`src/core/eipu_pkg.sv`:
```
// Package for the external pin interrupt unit: offsets, layouts, resets, carriers
package eipu_pkg;
   // Register offsets on the plain register port
   localparam logic [7:0] OFS_SENSE_CTRL = 8'h60;
   localparam logic [7:0] OFS_PIN_ENABLE = 8'h61;
   localparam logic [7:0] OFS_PIN_FLAGS = 8'h62;
   localparam logic [7:0] OFS_GRP_ENABLE = 8'h63;
   localparam logic [7:0] OFS_GRP_FLAGS = 8'h64;
   localparam logic [7:0] OFS_MASK_GRP1 = 8'h6C;
   localparam logic [7:0] OFS_MASK_GRP2 = 8'h6D;
   localparam logic [7:0] OFS_MASK_GRP3 = 8'h73;

   // Sizes
   localparam int NUM_PINS = 3;
   localparam int NUM_GRPS = 4;
   localparam int GRP_W = 8;
   localparam int SENSE_W = 2;
   localparam int SENSE_BITS = 6;

   // Reset values
   localparam logic [7:0] RST_BYTE = 8'h00;
   localparam logic [2:0] RST_PINS = 3'h0;
   localparam logic [3:0] RST_GRPS = 4'h0;
   localparam logic [31:0] RST_WATCH = 32'h0000_0000;

   // Sense selection encodings
   localparam logic [1:0] SENSE_LOW = 2'h0;
   localparam logic [1:0] SENSE_ANY = 2'h1;
   localparam logic [1:0] SENSE_FALL = 2'h2;
   localparam logic [1:0] SENSE_RISE = 2'h3;

   // Shortest pulse that must be seen, and its clock count at 40 MHz
   localparam int CLK_PERIOD_PS = 25000;
   localparam int MIN_PULSE_NS = 50;
   localparam int MIN_PULSE_CYC = (MIN_PULSE_NS * 1000) / CLK_PERIOD_PS;

   // Requests and acknowledges toward the core, one bit per source
   typedef struct packed {
      logic [3:0] group;
      logic [2:0] pin;
   } eipu_src_t;

   // Register port request
   typedef struct packed {
      logic [7:0] addr;
      logic [7:0] wdata;
      logic wr;
      logic rd;
   } eipu_bus_req_t;
endpackage

```
`src/core/eipu_top.sv`:
```
// External pin interrupt unit: dedicated pins, pin-change groups, flags, requests
//
// Summary of operation
// - Sense register: six sense bits, top two zero
// - Sense codes: low, any, falling, rising edge
// - Pin request needs enable bit and global enable
// - Pulses over 50 ns always caught
// - Low level requests while pin stays low
// - Sense change while enabled may raise request
// - Pins trigger even when driven as outputs
// - Selected edge sets the pin's flag
// - Flag, enable, global enable make request
// - Flags clear when core takes the vector
// - Writing one clears a flag, zero keeps
// - Level-sensed pin holds its flag at zero
// - Sleep with pin disabled may set flag
// - Four groups of eight; change sets group flag
// - Group request needs group and global enable
// - Input counts only with mask and group enable
// - Change on watched inputs wakes without clock
//
// Register map on the plain port
//   0x60  Sense control: pin n at bits 2n+1:2n, bits 7:6 read zero
//   0x61  Pin enables in bits 2:0
//   0x62  Pin flags in bits 2:0, write one to clear
//   0x63  Group enables in bits 3:0
//   0x64  Group flags in bits 3:0, write one to clear
//   0x6C  Mask for watched inputs 15:8
//   0x6D  Mask for watched inputs 23:16
//   0x73  Mask for watched inputs 31:24
//   Group zero mask arrives on a port, kept by its owner
//   Unmapped reads return zero; unmapped writes are dropped
//
// Reset
//   Asynchronous, active low, all registers to zero
//   Read data held at zero while in reset
//   Requests low in reset, since every enable is zero
//   First access allowed on the first edge after release
//
// Register port timing
//   Write lands on the edge that samples the strobe
//   Read data stand in the cycle after the strobe only
//   Read data return to zero in every other cycle
//   Strobes may follow back to back with no gap
//   The port never stalls the master
//
// Pin path
//   Pin, then two synchroniser flops, then one history flop
//   Edge seen between synchronised and history samples
//   Flag set on the third edge after the pin moves
//   Request follows the flag in the same cycle
//   Low-level sense bypasses the flag entirely
//   Level request follows the synchronised pin, two edges late
//   Flag held at zero while its pin is level sensed
//
// Group path
//   Each watched input synchronised like the pins
//   Any difference between samples counts as a change
//   Mask bit and group enable both gate a change
//   One flag per group, one request line per group
//   Changes already in flight may flag once enabled
//
// Flag priority
//   Hardware set beats a software clear in one cycle
//   Hardware set also beats a vector-taken clear
//   Reasoning: a lost event is worse than a repeat
//
// Core handshake
//   Vector-taken pulses are one cycle, one bit per source
//   Global enable gates every request line, not the flags
//   Flags keep collecting events while the core is masked
//   Which taken source goes first is the core's choice
//
// Safe sense change
//   Disable the pin first
//   Rewrite its sense bits
//   Clear its flag with a one
//   Enable it again
//
// Stopped clock
//   Wake output is combinational from the raw pins
//   Level wake: enabled pin in level mode and low
//   Edge wake: raw pin differs from its synchronised copy
//   Change wake: raw input differs from its synchronised copy
//   Wake output may glitch; the clock tree must filter it
//
// Widths
//   Three dedicated pins, two sense bits each
//   Thirty-two watched inputs in four groups of eight
//
// Limitations
//   Pulses shorter than two periods may be missed
//   A pulse inside one period may be missed entirely
//   Changing the sense of an enabled edge-sensed pin sets its flag
//   Disabled pins read low in sleep and may flag
//   No pin direction input; a driven pin still triggers
//   Group zero mask is not stored here
//   Vector placement and sleep control live elsewhere
//   Sleep only affects disabled dedicated pins
//
// The address-and-strobe port was chosen for this implementation.
`timescale 1ns/1ps
`default_nettype none
module eipu_top (
   // Clock and reset
   input wire logic i_ref_clk,
   input wire logic i_rst_n,
   // Register port
   input wire eipu_pkg::eipu_bus_req_t i_bus,
   output logic [7:0] o_rdata,
   // External pins
   input wire logic [2:0] i_dedicated_irq_pins,
   input wire logic [31:0] i_change_watch_inputs,
   // Lowest group mask, held outside this block
   input wire logic [7:0] i_change_mask_group0,
   // Core side
   input wire logic i_core_status_word_ie,
   input wire eipu_pkg::eipu_src_t i_vector_taken,
   input wire logic i_sleep,
   output eipu_pkg::eipu_src_t o_irq_req,
   output logic o_async_wake
);

   // Software visible state
   logic [5:0] pin_sense_control_r;
   logic [2:0] pin_irq_enable_mask_r;
   logic [2:0] dedicated_pin_flags_r;
   logic [3:0] change_group_enable_r;
   logic [3:0] change_group_flags_r;
   logic [7:0] change_mask_group1_r;
   logic [7:0] change_mask_group2_r;
   logic [7:0] change_mask_group3_r;

   // Sampling pipelines
   logic [2:0] pin_meta_r;
   logic [2:0] pin_sync_r;
   logic [2:0] pin_prev_r;
   logic [31:0] watch_meta_r;
   logic [31:0] watch_sync_r;
   logic [31:0] watch_prev_r;

   // Decode and events
   logic wr_sense;
   logic wr_pin_en;
   logic wr_pin_flag;
   logic wr_grp_en;
   logic wr_grp_flag;
   // Mask write strobes
   logic wr_mask1;
   logic wr_mask2;
   logic wr_mask3;
   logic [2:0] pin_eff;
   logic [2:0] pin_event;
   logic [2:0] sense_change;
   logic [2:0] level_mode;
   logic [2:0] pin_flags_nxt;
   logic [3:0] grp_flags_nxt;
   logic [31:0] watch_mask;
   logic [31:0] watch_enabled;
   logic [3:0] grp_event;
   logic [7:0] rdata_nxt;

   // Request and wake terms
   logic [2:0] pin_pending;
   logic [2:0] pin_ie_gate;
   logic [3:0] grp_ie_gate;
   logic wake_level;
   logic wake_edge;
   logic wake_change;

   // Write strobes per register
   assign wr_sense = i_bus.wr && (i_bus.addr == eipu_pkg::OFS_SENSE_CTRL);
   assign wr_pin_en = i_bus.wr && (i_bus.addr == eipu_pkg::OFS_PIN_ENABLE);
   assign wr_pin_flag = i_bus.wr && (i_bus.addr == eipu_pkg::OFS_PIN_FLAGS);
   assign wr_grp_en = i_bus.wr && (i_bus.addr == eipu_pkg::OFS_GRP_ENABLE);
   assign wr_grp_flag = i_bus.wr && (i_bus.addr == eipu_pkg::OFS_GRP_FLAGS);
   assign wr_mask1 = i_bus.wr && (i_bus.addr == eipu_pkg::OFS_MASK_GRP1);
   assign wr_mask2 = i_bus.wr && (i_bus.addr == eipu_pkg::OFS_MASK_GRP2);
   assign wr_mask3 = i_bus.wr && (i_bus.addr == eipu_pkg::OFS_MASK_GRP3);

   // Sense control, six bits kept
   always_ff @(posedge i_ref_clk or negedge i_rst_n) begin
      if (!i_rst_n) begin
         pin_sense_control_r <= eipu_pkg::RST_BYTE[5:0];
      end else if (wr_sense) begin
         pin_sense_control_r <= i_bus.wdata[5:0];
      end
   end

   // Enables and masks
   always_ff @(posedge i_ref_clk or negedge i_rst_n) begin
      if (!i_rst_n) begin
         pin_irq_enable_mask_r <= eipu_pkg::RST_PINS;
         change_group_enable_r <= eipu_pkg::RST_GRPS;
         change_mask_group1_r <= eipu_pkg::RST_BYTE;
         change_mask_group2_r <= eipu_pkg::RST_BYTE;
         change_mask_group3_r <= eipu_pkg::RST_BYTE;
      end else begin
         if (wr_pin_en) begin
            pin_irq_enable_mask_r <= i_bus.wdata[2:0];
         end
         if (wr_grp_en) begin
            change_group_enable_r <= i_bus.wdata[3:0];
         end
         if (wr_mask1) begin
            change_mask_group1_r <= i_bus.wdata;
         end
         if (wr_mask2) begin
            change_mask_group2_r <= i_bus.wdata;
         end
         if (wr_mask3) begin
            change_mask_group3_r <= i_bus.wdata;
         end
      end
   end

   // Disabled pins lose their input buffer in sleep; reads as low then
   assign pin_eff = i_dedicated_irq_pins & ~(~pin_irq_enable_mask_r & {3{i_sleep}});

   // Two-flop synchroniser plus a history stage; no pin direction gating
   always_ff @(posedge i_ref_clk or negedge i_rst_n) begin
      if (!i_rst_n) begin
         pin_meta_r <= eipu_pkg::RST_PINS;
         pin_sync_r <= eipu_pkg::RST_PINS;
         pin_prev_r <= eipu_pkg::RST_PINS;
         watch_meta_r <= eipu_pkg::RST_WATCH;
         watch_sync_r <= eipu_pkg::RST_WATCH;
         watch_prev_r <= eipu_pkg::RST_WATCH;
      end else begin
         pin_meta_r <= pin_eff;
         pin_sync_r <= pin_meta_r;
         pin_prev_r <= pin_sync_r;
         watch_meta_r <= i_change_watch_inputs;
         watch_sync_r <= watch_meta_r;
         watch_prev_r <= watch_sync_r;
      end
   end

   // Edge selection per pin; any pulse over one period is sampled at least once
   always_comb begin
      for (int p = 0; p < eipu_pkg::NUM_PINS; p++) begin
         level_mode[p] = 1'b0;
         sense_change[p] = 1'b0;
         case (pin_sense_control_r[p*eipu_pkg::SENSE_W +: eipu_pkg::SENSE_W])
            eipu_pkg::SENSE_LOW: begin
               level_mode[p] = 1'b1;
               pin_event[p] = 1'b0;
            end
            eipu_pkg::SENSE_ANY: pin_event[p] = pin_sync_r[p] ^ pin_prev_r[p];
            eipu_pkg::SENSE_FALL: pin_event[p] = pin_prev_r[p] & ~pin_sync_r[p];
            eipu_pkg::SENSE_RISE: pin_event[p] = pin_sync_r[p] & ~pin_prev_r[p];
            default: pin_event[p] = 1'b0;
         endcase
         // Rewriting the sense of an enabled pin may itself trip the flag
         if (wr_sense && pin_irq_enable_mask_r[p] &&
             (i_bus.wdata[p*eipu_pkg::SENSE_W +: eipu_pkg::SENSE_W] !=
              pin_sense_control_r[p*eipu_pkg::SENSE_W +: eipu_pkg::SENSE_W])) begin
            sense_change[p] = 1'b1;
         end
      end
   end

   // Pin flags: set wins over clear, level mode forces zero
   always_comb begin
      pin_flags_nxt = dedicated_pin_flags_r;
      if (wr_pin_flag) begin
         pin_flags_nxt = pin_flags_nxt & ~i_bus.wdata[2:0];
      end
      pin_flags_nxt = pin_flags_nxt & ~i_vector_taken.pin;
      pin_flags_nxt = pin_flags_nxt | pin_event | sense_change;
      pin_flags_nxt = pin_flags_nxt & ~level_mode;
   end

   always_ff @(posedge i_ref_clk or negedge i_rst_n) begin
      if (!i_rst_n) begin
         dedicated_pin_flags_r <= eipu_pkg::RST_PINS;
      end else begin
         dedicated_pin_flags_r <= pin_flags_nxt;
      end
   end

   // Per-input enable: own mask bit and its group enable
   assign watch_mask = {change_mask_group3_r, change_mask_group2_r,
                        change_mask_group1_r, i_change_mask_group0};
   always_comb begin
      for (int g = 0; g < eipu_pkg::NUM_GRPS; g++) begin
         watch_enabled[g*eipu_pkg::GRP_W +: eipu_pkg::GRP_W] =
            watch_mask[g*eipu_pkg::GRP_W +: eipu_pkg::GRP_W] &
            {eipu_pkg::GRP_W{change_group_enable_r[g]}};
         grp_event[g] = |((watch_sync_r[g*eipu_pkg::GRP_W +: eipu_pkg::GRP_W] ^
                           watch_prev_r[g*eipu_pkg::GRP_W +: eipu_pkg::GRP_W]) &
                          watch_enabled[g*eipu_pkg::GRP_W +: eipu_pkg::GRP_W]);
      end
   end

   // Group flags: set wins over both clears
   always_comb begin
      grp_flags_nxt = change_group_flags_r;
      if (wr_grp_flag) begin
         grp_flags_nxt = grp_flags_nxt & ~i_bus.wdata[3:0];
      end
      grp_flags_nxt = (grp_flags_nxt & ~i_vector_taken.group) | grp_event;
   end

   always_ff @(posedge i_ref_clk or negedge i_rst_n) begin
      if (!i_rst_n) begin
         change_group_flags_r <= eipu_pkg::RST_GRPS;
      end else begin
         change_group_flags_r <= grp_flags_nxt;
      end
   end

   // Pending per pin: latched edge, or live low level
   assign pin_pending = dedicated_pin_flags_r | (level_mode & ~pin_sync_r);

   // Global enable spread over every source
   assign pin_ie_gate = pin_irq_enable_mask_r & {3{i_core_status_word_ie}};
   assign grp_ie_gate = change_group_enable_r & {4{i_core_status_word_ie}};

   // Requests to the core, each source its own vector line
   always_comb begin
      o_irq_req.pin = pin_pending & pin_ie_gate;
      o_irq_req.group = change_group_flags_r & grp_ie_gate;
   end

   // Level wake: enabled, level sensed, raw pin low
   assign wake_level = |(level_mode & pin_irq_enable_mask_r & ~i_dedicated_irq_pins);
   // Edge wake: raw pin ahead of its synchronised copy
   assign wake_edge = |(pin_irq_enable_mask_r & (i_dedicated_irq_pins ^ pin_sync_r) &
                        ~level_mode);
   // Change wake: watched input ahead of its copy; needs no clock
   assign wake_change = |((i_change_watch_inputs ^ watch_sync_r) & watch_enabled);

   // Clockless wake path straight from the pins, for a stopped clock
   assign o_async_wake = wake_level | wake_edge | wake_change;

   // Read mux; unmapped and reserved bits read zero
   always_comb begin
      rdata_nxt = eipu_pkg::RST_BYTE;
      case (i_bus.addr)
         eipu_pkg::OFS_SENSE_CTRL: rdata_nxt = {2'h0, pin_sense_control_r};
         eipu_pkg::OFS_PIN_ENABLE: rdata_nxt = {5'h00, pin_irq_enable_mask_r};
         eipu_pkg::OFS_PIN_FLAGS: rdata_nxt = {5'h00, dedicated_pin_flags_r};
         eipu_pkg::OFS_GRP_ENABLE: rdata_nxt = {4'h0, change_group_enable_r};
         eipu_pkg::OFS_GRP_FLAGS: rdata_nxt = {4'h0, change_group_flags_r};
         eipu_pkg::OFS_MASK_GRP1: rdata_nxt = change_mask_group1_r;
         eipu_pkg::OFS_MASK_GRP2: rdata_nxt = change_mask_group2_r;
         eipu_pkg::OFS_MASK_GRP3: rdata_nxt = change_mask_group3_r;
         default: rdata_nxt = eipu_pkg::RST_BYTE;
      endcase
   end

   // Read data stands only in the cycle after the strobe
   always_ff @(posedge i_ref_clk or negedge i_rst_n) begin
      if (!i_rst_n) begin
         o_rdata <= eipu_pkg::RST_BYTE;
      end else if (i_bus.rd) begin
         o_rdata <= rdata_nxt;
      end else begin
         o_rdata <= eipu_pkg::RST_BYTE;
      end
   end

endmodule
`default_nettype wire

```
`config.mk`:
```
export PLATFORM = sky130hd
export DESIGN_NAME = eipu_top
export DESIGN_NICKNAME = d
export VERILOG_FILES = /design/src/core/eipu_pkg.sv /design/src/core/eipu_top.sv
export SDC_FILE = /design/constraint.sdc
export NUM_CORES = 1
export LEC_CHECK = 0
export ABC_CLOCK_PERIOD_IN_PS = 2100
export BUFFER_PORTS_ARGS = -buffer_cell sky130_fd_sc_hd__buf_4
export CORE_MARGIN = 4
export CORE_UTILIZATION = 39
export DETAILED_ROUTE_END_ITERATION = 10
export PLACE_DENSITY_LB_ADDON = 0.1
export SYNTH_ARGS = -nofsm -noshare
export SYNTH_HDL_FRONTEND = slang
export SYNTH_SLANG_ARGS = --single-unit
export TNS_END_PERCENT = 20
```
`constraint.sdc`:
```
create_clock -name i_ref_clk -period 2.1 [get_ports i_ref_clk]
set_input_delay 0.42 -clock i_ref_clk [delete_from_list [all_inputs] [get_ports i_ref_clk]]
set_output_delay 0.42 -clock i_ref_clk [all_outputs]
set_load 0.01 [all_outputs]
```
; Word-level counts from Yosys, hierarchy flattened
; Index checks and enable logic that the tools add are counted.
[totals]
register_bits = 157
input_bits = 72
output_inout_bits = 16
wordCells = 133
[classes]
n_eq_ne = 20
mux = 13
bitwise = 61
reduce_logical = 24
[ops]
columns = cell, count
row1 = bitwise AND 8 bit, 8
row2 = "equality test 8 x 7 -> 1 bit, second input constant", 8
row3 = one-hot mux 8 bit (8 select lines), 1
row4 = bitwise AND 3 bit, 12
row5 = bitwise AND 32 bit, 1
row6 = OR reduction 32 bit, 1
row7 = OR reduction 8 bit, 4
row8 = bitwise XOR 32 bit, 1
row9 = bitwise XOR 8 bit, 4
row10 = NOT 3 bit, 7
row11 = bitwise AND 4 bit, 4
row12 = logical AND 1 bit, 14
row13 = "equality test 2 bit, second input constant", 6
row14 = one-hot mux 1 bit (4 select lines), 3
row15 = bitwise OR 3 bit, 3
row16 = 2-to-1 mux 8 bit, 1
row17 = NOT 4 bit, 2
row18 = bitwise AND 1 bit, 6
row19 = "equality test 2 x 1 -> 1 bit, second input constant", 3
row20 = logical NOT 2 bit, 3
row21 = 2-to-1 mux 1 bit, 6
row22 = != test 2 bit, 3
row23 = NOT 1 bit, 6
row24 = OR reduction 3 bit, 2
row25 = other kinds (6), 9

; Logic depth before layout (Yosys ltp)
; Gate-level depths: netlist (run 1).
[logic_depth]
ltp_word = 7
ltp_mapped = 6
depth_no_buf = 6

; Worst setup path before layout (run 1)
; No wires, ideal clock.
[synth_path]
path_type = in2out
start = input port i_change_watch_inputs[18]
end = output port o_async_wake
arrival_ns = 1.332
t_required_ns = 1.680
path_slack_ns = 0.348
path_stages = 4
n_path_buf = 0
path_cell_list = xor2_1 -> a22o_1 -> a2111oi_0 -> nand4_1
[synth_via]
elab_chain_len = 4
[synth_lines]
columns = item, line
row1 = from (decl), eipu_top.sv:113  ; input wire logic [31:0] i_change_watch_inputs,
row2 = bitwise XOR 32 bit, eipu_top.sv:332  ; assign wake_change = |((i_change_watch_inputs ^ watch_sync_r) & watch_enabled);
row3 = bitwise AND 32 bit, eipu_top.sv:332
row4 = OR reduction 32 bit, eipu_top.sv:332
row5 = bitwise OR 1 bit, eipu_top.sv:335  ; assign o_async_wake = wake_level | wake_edge | wake_change;
row6 = to (decl), eipu_top.sv:121  ; output logic o_async_wake
; Every way passes these cells.

; Worst setup path in the final report (run 1)
[layout_path]
start = register pin_sync_r[0]
end = output port o_async_wake
[layout_via]
elab_chain_len = 6
[layout_lines]
columns = item, line
row1 = from (decl), eipu_top.sv:136  ; logic [2:0] pin_sync_r;
row2 = from (signal assigned), eipu_top.sv:224  ; pin_sync_r <= eipu_pkg::RST_PINS;
row3 = from (signal assigned), eipu_top.sv:231  ; pin_sync_r <= pin_meta_r;
row4 = bitwise XOR 3 bit, eipu_top.sv:329  ; assign wake_edge = |(pin_irq_enable_mask_r & (i_dedicated_irq_pins ^ pin_sync_r) &
row5 = bitwise AND 3 bit (2 in series), eipu_top.sv:329
row6 = OR reduction 3 bit, eipu_top.sv:329
row7 = bitwise OR 1 bit (2 in series), eipu_top.sv:335
; Every way passes these cells.

==> results of run 1 <==
registers in the layout, indices dropped and copies added (netlist names):
register,count
change_group_enable_r,4
change_group_flags_r,4
change_mask_group1_r,8
change_mask_group2_r,8
change_mask_group3_r,8
dedicated_pin_flags_r,3
o_rdata,8
pin_irq_enable_mask_r,3
pin_meta_r,3
pin_prev_r,3
pin_sense_control_r,6
pin_sync_r,3
watch_meta_r,32
watch_prev_r,32
watch_sync_r,32
repair_timing:
item / CTS / global route
pin swaps: 2 / 8
setup endpoints to repair: 1 / 1
buffers inserted: 2 / 3
hold buffers: 1 / 0
hold endpoints to repair: 28 / 0
resized for setup: 3 / 2
cells in the final DEF, fill, tap and decap left out, types with 3 or more instances in the layout:
| cell type | netlist | final |
|---|---|---|
| a32o_1 | 4 | 4 |
| xor2_1 | 70 | 70 |
| nand4_1 | 9 | 9 |
| buf_12 | 0 | 3 |
| clkbuf_16 | 0 | 17 |
| mux2_2 | 35 | 35 |
| clkinv_4 | 0 | 4 |
| buf_4 | 3 | 116 |
| a221oi_1 | 5 | 4 |
| nand2_1 | 18 | 18 |
| o22ai_1 | 4 | 4 |
| mux2_4 | 8 | 8 |
| nand3_1 | 15 | 15 |
| nor2_2 | 3 | 3 |
| and3_1 | 7 | 7 |
| a21boi_0 | 3 | 3 |
| dfrtp_1 | 157 | 157 |
| nor2_1 | 18 | 18 |
| nand2b_1 | 3 | 3 |
| o21ai_0 | 5 | 5 |
| clkinvlp_4 | 0 | 3 |
| a222oi_1 | 7 | 7 |
| a22oi_1 | 28 | 28 |
| a21oi_1 | 6 | 6 |
| inv_1 | 14 | 14 |
| ha_1 | 6 | 6 |
| a22o_1 | 4 | 4 |
| mux2i_1 | 4 | 4 |
metal layers:
layer | vias up | GRT usage [%] | share of wire (%)
met1 | 2079 | 25.6 | 47
met2 | 104 | 26.9 | 46
met5 | - | 0 | 0
met4 | 0 | 6.16 | 1.9
li1 | 1951 | - | -
met3 | 21 | 3.59 | 4.6
power by group:
group | switching, µW | internal (µW) | total (µW)
clock | 1230 | 1660 | 2900
combinational | 296 | 291 | 587
sequential | 104 | 3170 | 3270
final cells by class:
class	count	area, µm²
fillers	1480	7860
flip-flops and latches	157	3930
multi-input cells	292	2380
repair buffers	121	952
clock buffers	19	443
well taps	216	270
clock inverters	12	115
inverters	14	52.6
logic make-up (layout without fill, tap and decap cells):
| logic type | after synthesis | in the layout | share of synthesized area [%] |
|---|---|---|---|
| and+or+nand+nor | 87 | 87 | 7.38 |
| adders and majority gates | 6 | 6 | 1.17 |
| muxes | 47 | 47 | 8.67 |
| DFF | 157 | 157 | 61.4 |
| xor gates and xnor gates | 73 | 73 | 10.0 |
| AOI/OAI and AO/OA | 79 | 79 | 9.57 |
| buffers and inverters | 27 | 166 | 1.78 |
through the flow:
step / power, µW / TNS (ns) / worst slack [ns]
finish: 6750 / -0.241 / -0.241
global route: 7050 / -0.353 / -0.353
CTS: 6840 / -0.241 / -0.241
detailed placement: 3900 / -0.00136 / -0.00136
global placement: 3890 / -0.0330 / -0.0330
floorplan: 3550 / 0 / 0.348
critical path, delay by kind of cell, from the launching register on:
kind	cells	cell delay [ns]
AO/OA/AOI/OAI	3	0.49
XOR/XNOR	1	0.18
buffers and inverters	2	0.34
flip-flops	1	0.39
AND/OR/NAND/NOR	1	0.09
worst max-delay path by stage:
stage,startpoint,to,cells past startpoint
final,pin_sync_r[0]$_DFF_PN0_,o_async_wake,7
after global routing,watch_sync_r[26]$_DFF_PN0_,o_async_wake,6
after CTS,watch_sync_r[10]$_DFF_PN0_,o_async_wake,6
after detailed placement,i_change_watch_inputs[18],o_async_wake,6
after global placement,i_change_watch_inputs[18],o_async_wake,6
after floorplan,i_change_watch_inputs[18],o_async_wake,4
==> impl_metrics.ini, run 1 <==
[hold_path]
hp-start = i_change_watch_inputs[3]
holdPathEnd = watch_meta_r[3]$_DFF_PN0_
holdPathStages = 1
hp-class = in2reg

[routing]
wl_um = 15400
first_pass_iters = 7
avgViaCountPerCell = 5.00
num_vias = 4155
drt-initial-drc-count = 341
route.antenna.remaining_nets = 0
post_drt_wl_per_cell_um = 18.6
drc_errors = 0

[die]
die-area_mm2 = 0.0185
std_cell_rows = 46
pin_count = 88
die_h_um = 136
die_w_um = 136
initial_utilization_pct = 40.0
core_area_mm2 = 0.0160

[sta]
tightest_slew_ns = 0.452
fin_crit_sh_pct = 111
maxSlewHeadroom_pct = 69.7
finClkSkew_ns = 0.00674
setup_viol = 1
whs_ns = 0.118
rsz0062_at_grt = true
period_needed_ns = 2.34
drv_slew = 0
setup_ws_ns = -0.241
fmax_mhz = 427
finalHoldViolCount = 0

[critical_path]
critPathCaptureType = output pin
critPathMaxStageDelay_ns = 0.39
crit_top_cell = buf_4
path_cells = o21bai_4, xnor2_2, o22ai_1, a221oi_2, buf_4, nand4_1, buf_4
r2r_slack_ns = 0.41
startpoint_type = register
cpMaxStageDelayCell = dfrtp_1
r2r_start = change_group_enable_r[2]$_DFFE_PN0P_
cp_max_fo = 2
rr_endpoint = o_rdata[2]$_DFF_PN0_
worstPathArrival_ns = 1.92
worst_ep_required_time_ns = 1.68
crit_type = reg2out
r2r_cells = 6

[clocking]
clkTransAtPathRegs_ns = 0.06
clock_sinks = 157
tritoncts = done
cts_buffer_depth = 2
cts_buffers = 17
clkLatencyLatePin_ns = 0.42
clockRootBuffer = clkbuf_16
htreeDepth = 4

[global_route]
grt_pass1_vias = 4516
grt_usage_pct = 17.8
globalRouteOverflowTotal = 0
grt_antenna_before_repair = 0
grt_pass1_wl_um = 24900
grt_max_degree = 54

[power]
peakVddDrop_mv = 0.565
p_leak_uw = 0.00389
cellPowerDensity_mw_per_mm2 = 829

[status]
violations = setup timing
status = finished, violations left

[final_layout]
fin_util_pct = 50.9
drive_gt1_share_pct = 34.0
final_area_mm2 = 0.00815
diodes = 0
area_growth_pct = 27.4
nNetsFinal = 681
final_cells = 831

[placement]
dp_cells = 794
gp_congestion = 0.882
dpl_cell_area_mm2 = 0.00751
port_buffers = 87
dp_hpwl_um = 11500

[synth]
synth_area_mm2 = 0.00639
ys_seq_area_share_pct = 61.4
synth_edf_count = 0
yosys.area.top_type = dfrtp_1
ys_ff_latch = 157
ys.flop_type = dfrtp_1
avgSynthCellArea_um2 = 13.4
ys_async_sr_fraction_pct = 100
netlist_top_cells_count = 157 x dfrtp_1, 70 x xor2_1, 35 x mux2_2
yosys_warnings = 0
yosysUniqueCellTypes = 47
syn-instance-count = 476
synth_top_cell_area_share_pct = 61.4
yosys-top-cells-area = dfrtp_1 61%, xor2_1 9.6%, mux2_2 6.2%
syn_nets = 554
synth.most_common_cell = dfrtp_1

[flow_run]
maxCapViolCount = 0
Note: power is estimated with default switching activity, not from simulation.
==> run 2, diff against run 1 <==
--- a/config.mk
+++ b/config.mk
@@ -11,4 +11,5 @@
 export CORE_UTILIZATION = 39
 export DETAILED_ROUTE_END_ITERATION = 10
+export HOLD_SLACK_MARGIN = 0.08
 export PLACE_DENSITY_LB_ADDON = 0.1
 export SYNTH_ARGS = -nofsm -noshare
==> constraint.sdc (replaced) <==
create_clock -name i_ref_clk -period 2.1 [get_ports i_ref_clk]
set_input_delay 0.42 -clock i_ref_clk [delete_from_list [all_inputs] [get_ports i_ref_clk]]
set_output_delay 0.42 -clock i_ref_clk [all_outputs]
set_load 0.05 [all_outputs]
==> run 2 against run 1 <==
Global-route usage shrank 0.073 points; critical path depth unchanged; die area is the same; clock skew is essentially flat; the run still ends with setup timing left; register-to-register slack got worse by 0.04 ns; sequential power hardly changed; combinational power is 6.6% higher; via count increased by 0.26%; critical path type unchanged; maximum frequency fell by 1.8%; power increased by 2.6%; worst hold slack better by 0.0019 ns.
==> impl_metrics.ini, run 2 (synthesis gave the netlist of run 1 again) <==
[power]
swShare_pct = 24.4
cellPowerDensity_mw_per_mm2 = 841
p_leak_uw = 0.00393
clkPwrFrac_pct = 43.8
intPower_uw = 5240
total_power_uw = 6930
pwr-share-seq_pct = 47.2
peakVddDrop_mv = 0.790
pwr-share-comb_pct = 9.0
power_switching_uw = 1690

[status]
violations = setup timing
status = finished, violations left

[hold_path]
holdPathEnd = watch_meta_r[19]$_DFF_PN0_
hp-class = in2reg
holdPathStages = 1
hp-start = i_change_watch_inputs[19]

[global_route]
grt_usage_pct = 17.7
grt_pass1_wl_um = 24600
grt_max_degree = 56
grt_pass1_vias = 4414
grt_antenna_before_repair = 0
globalRouteOverflowTotal = 0

[final_layout]
diodes = 0
largest_registers = watch_meta_r x32, watch_prev_r x32, watch_sync_r x32
final_area_mm2 = 0.00823
drive_gt1_share_pct = 35.2
final_common_cell = dfrtp_1
final_cell_mix = 157 x dfrtp_1, 119 x buf_4, 70 x xor2_1
nNetsFinal = 685
area_growth_pct = 28.7

[die]
die_w_um = 136
core_area_mm2 = 0.0160
die-area_mm2 = 0.0185
std_cell_rows = 46
die_h_um = 136
initial_utilization_pct = 40.0
pin_count = 88

[clocking]
clock_sinks = 157
tritoncts = done
clkLatencyLatePin_ns = 0.42
cts_buffer_depth = 2
clockRootBuffer = clkbuf_16
htreeDepth = 4
clkTransAtPathRegs_ns = 0.06
cts_buffers = 17

[routing]
avgViaCountPerCell = 4.99
wl_um = 15500
drc_errors = 0
first_pass_iters = 5
post_drt_wl_per_cell_um = 18.6
drt-initial-drc-count = 321
num_vias = 4166
route.antenna.remaining_nets = 0

[sta]
fmax_mhz = 419
tns_ns = -0.285
whs_ns = 0.120
tightest_slew_ns = 0.554
maxSlewHeadroom_pct = 63.1
setup_ws_ns = -0.285
finalHoldViolCount = 0
period_needed_ns = 2.39
rsz0062_at_grt = true
finClkSkew_ns = 0.00626
fin_crit_sh_pct = 114
drv_slew = 0
setup_viol = 1

[critical_path]
r2r_slack_ns = 0.37
cpMaxStageDelayCell = dfrtp_1
path_cells = o21bai_4, xnor2_2, o22ai_2, a221oi_2, buf_4, nand4_1, buf_6
critPathMaxStageDelay_ns = 0.39
r2r_cells = 6
critPathCaptureType = output pin
worstPathArrival_ns = 1.97
cp_max_fo = 2
r2r_start = change_group_enable_r[0]$_DFFE_PN0P_
crit_type = reg2out
worst_ep_required_time_ns = 1.68
rr_endpoint = o_rdata[0]$_DFF_PN0_
startpoint_type = register

[flow_run]
maxCapViolCount = 0

[placement]
dp_hpwl_um = 11500
port_buffers = 87
dpl_cell_area_mm2 = 0.00755
gp_congestion = 0.890
dpl_worst_slack_ns = -0.118
-- run 2: cell types whose count changed in the layout (fill, tap and decap cells not counted), sizes merged --
cell / change
clkbuf: -2
bufinv: +1
buf: +4
inv: +3
clkinv: -2
-- run 2: worst max-delay path by stage --
stage	endpoint	cells past startpoint	slack [ns]	start
after CTS	o_async_wake	7	-0.38	pin_sync_r[0]$_DFF_PN0_
after global placement	o_async_wake	6	-0.11	i_change_watch_inputs[18]
after floorplan	o_async_wake	4	0.008	i_change_watch_inputs[18]
final	o_async_wake	7	-0.29	pin_sync_r[0]$_DFF_PN0_
after detailed placement	o_async_wake	6	-0.12	i_change_watch_inputs[18]
after global routing	o_async_wake	7	-0.40	pin_sync_r[0]$_DFF_PN0_
-- run 2: critical path: cells and delay by family, from the launching register on --
kind	cells	cell delay, ns
xor gates and xnor gates	1	0.19
AOI/OAI and AO/OA	3	0.49
DFF	1	0.39
and+or+nand+nor	1	0.13
buffers and inverters	2	0.35
-- run 2: power by group through the flow --
stage / combinational (µW) / clock [µW] / sequential, µW
global placement: 604 / 0 / 3320
floorplan: 272 / 0 / 3300
finish: 626 / 3030 / 3270
detailed placement: 607 / 0 / 3320
CTS: 618 / 3110 / 3270
global route: 693 / 3230 / 3280
-- run 2: layer usage --
metal	vias up	GRT usage (%)	share of wire, %
li1	1965	-	-
met1	2072	25.4	48
met2	113	26.7	46
met3	16	4.15	4.7
met4	0	5.77	1.6
met5	-	0	0
-- run 2: area by class of cell --
class,count,area [µm²]
Clock buffer,17,425
Clock inverter,14,159
Fill cell,1430,7770
Inverter,14,52.6
Multi-Input combinational cell,292,2410
Sequential cell,157,3930
Tap cell,216,270
Timing Repair Buffer,125,986
-- run 2: what timing repair did --
action,in CTS,in global routing
endpoints found under the hold margin,52,0
pin swaps,0,6
buffers inserted,0,4
hold buffers,1,0
gates resized for setup,3,8
endpoints found under the setup margin,1,2
-- run 2: through the flow --
| step | std cells | util [%] |
|---|---|---|
| after detailed placement | 799 | 47.2 |
| after CTS | 831 | 50.9 |
| after global routing | 835 | 51.5 |
| after global placement | 799 | 47.2 |
| after floorplan | 476 | - |
| final | 835 | 51.5 |
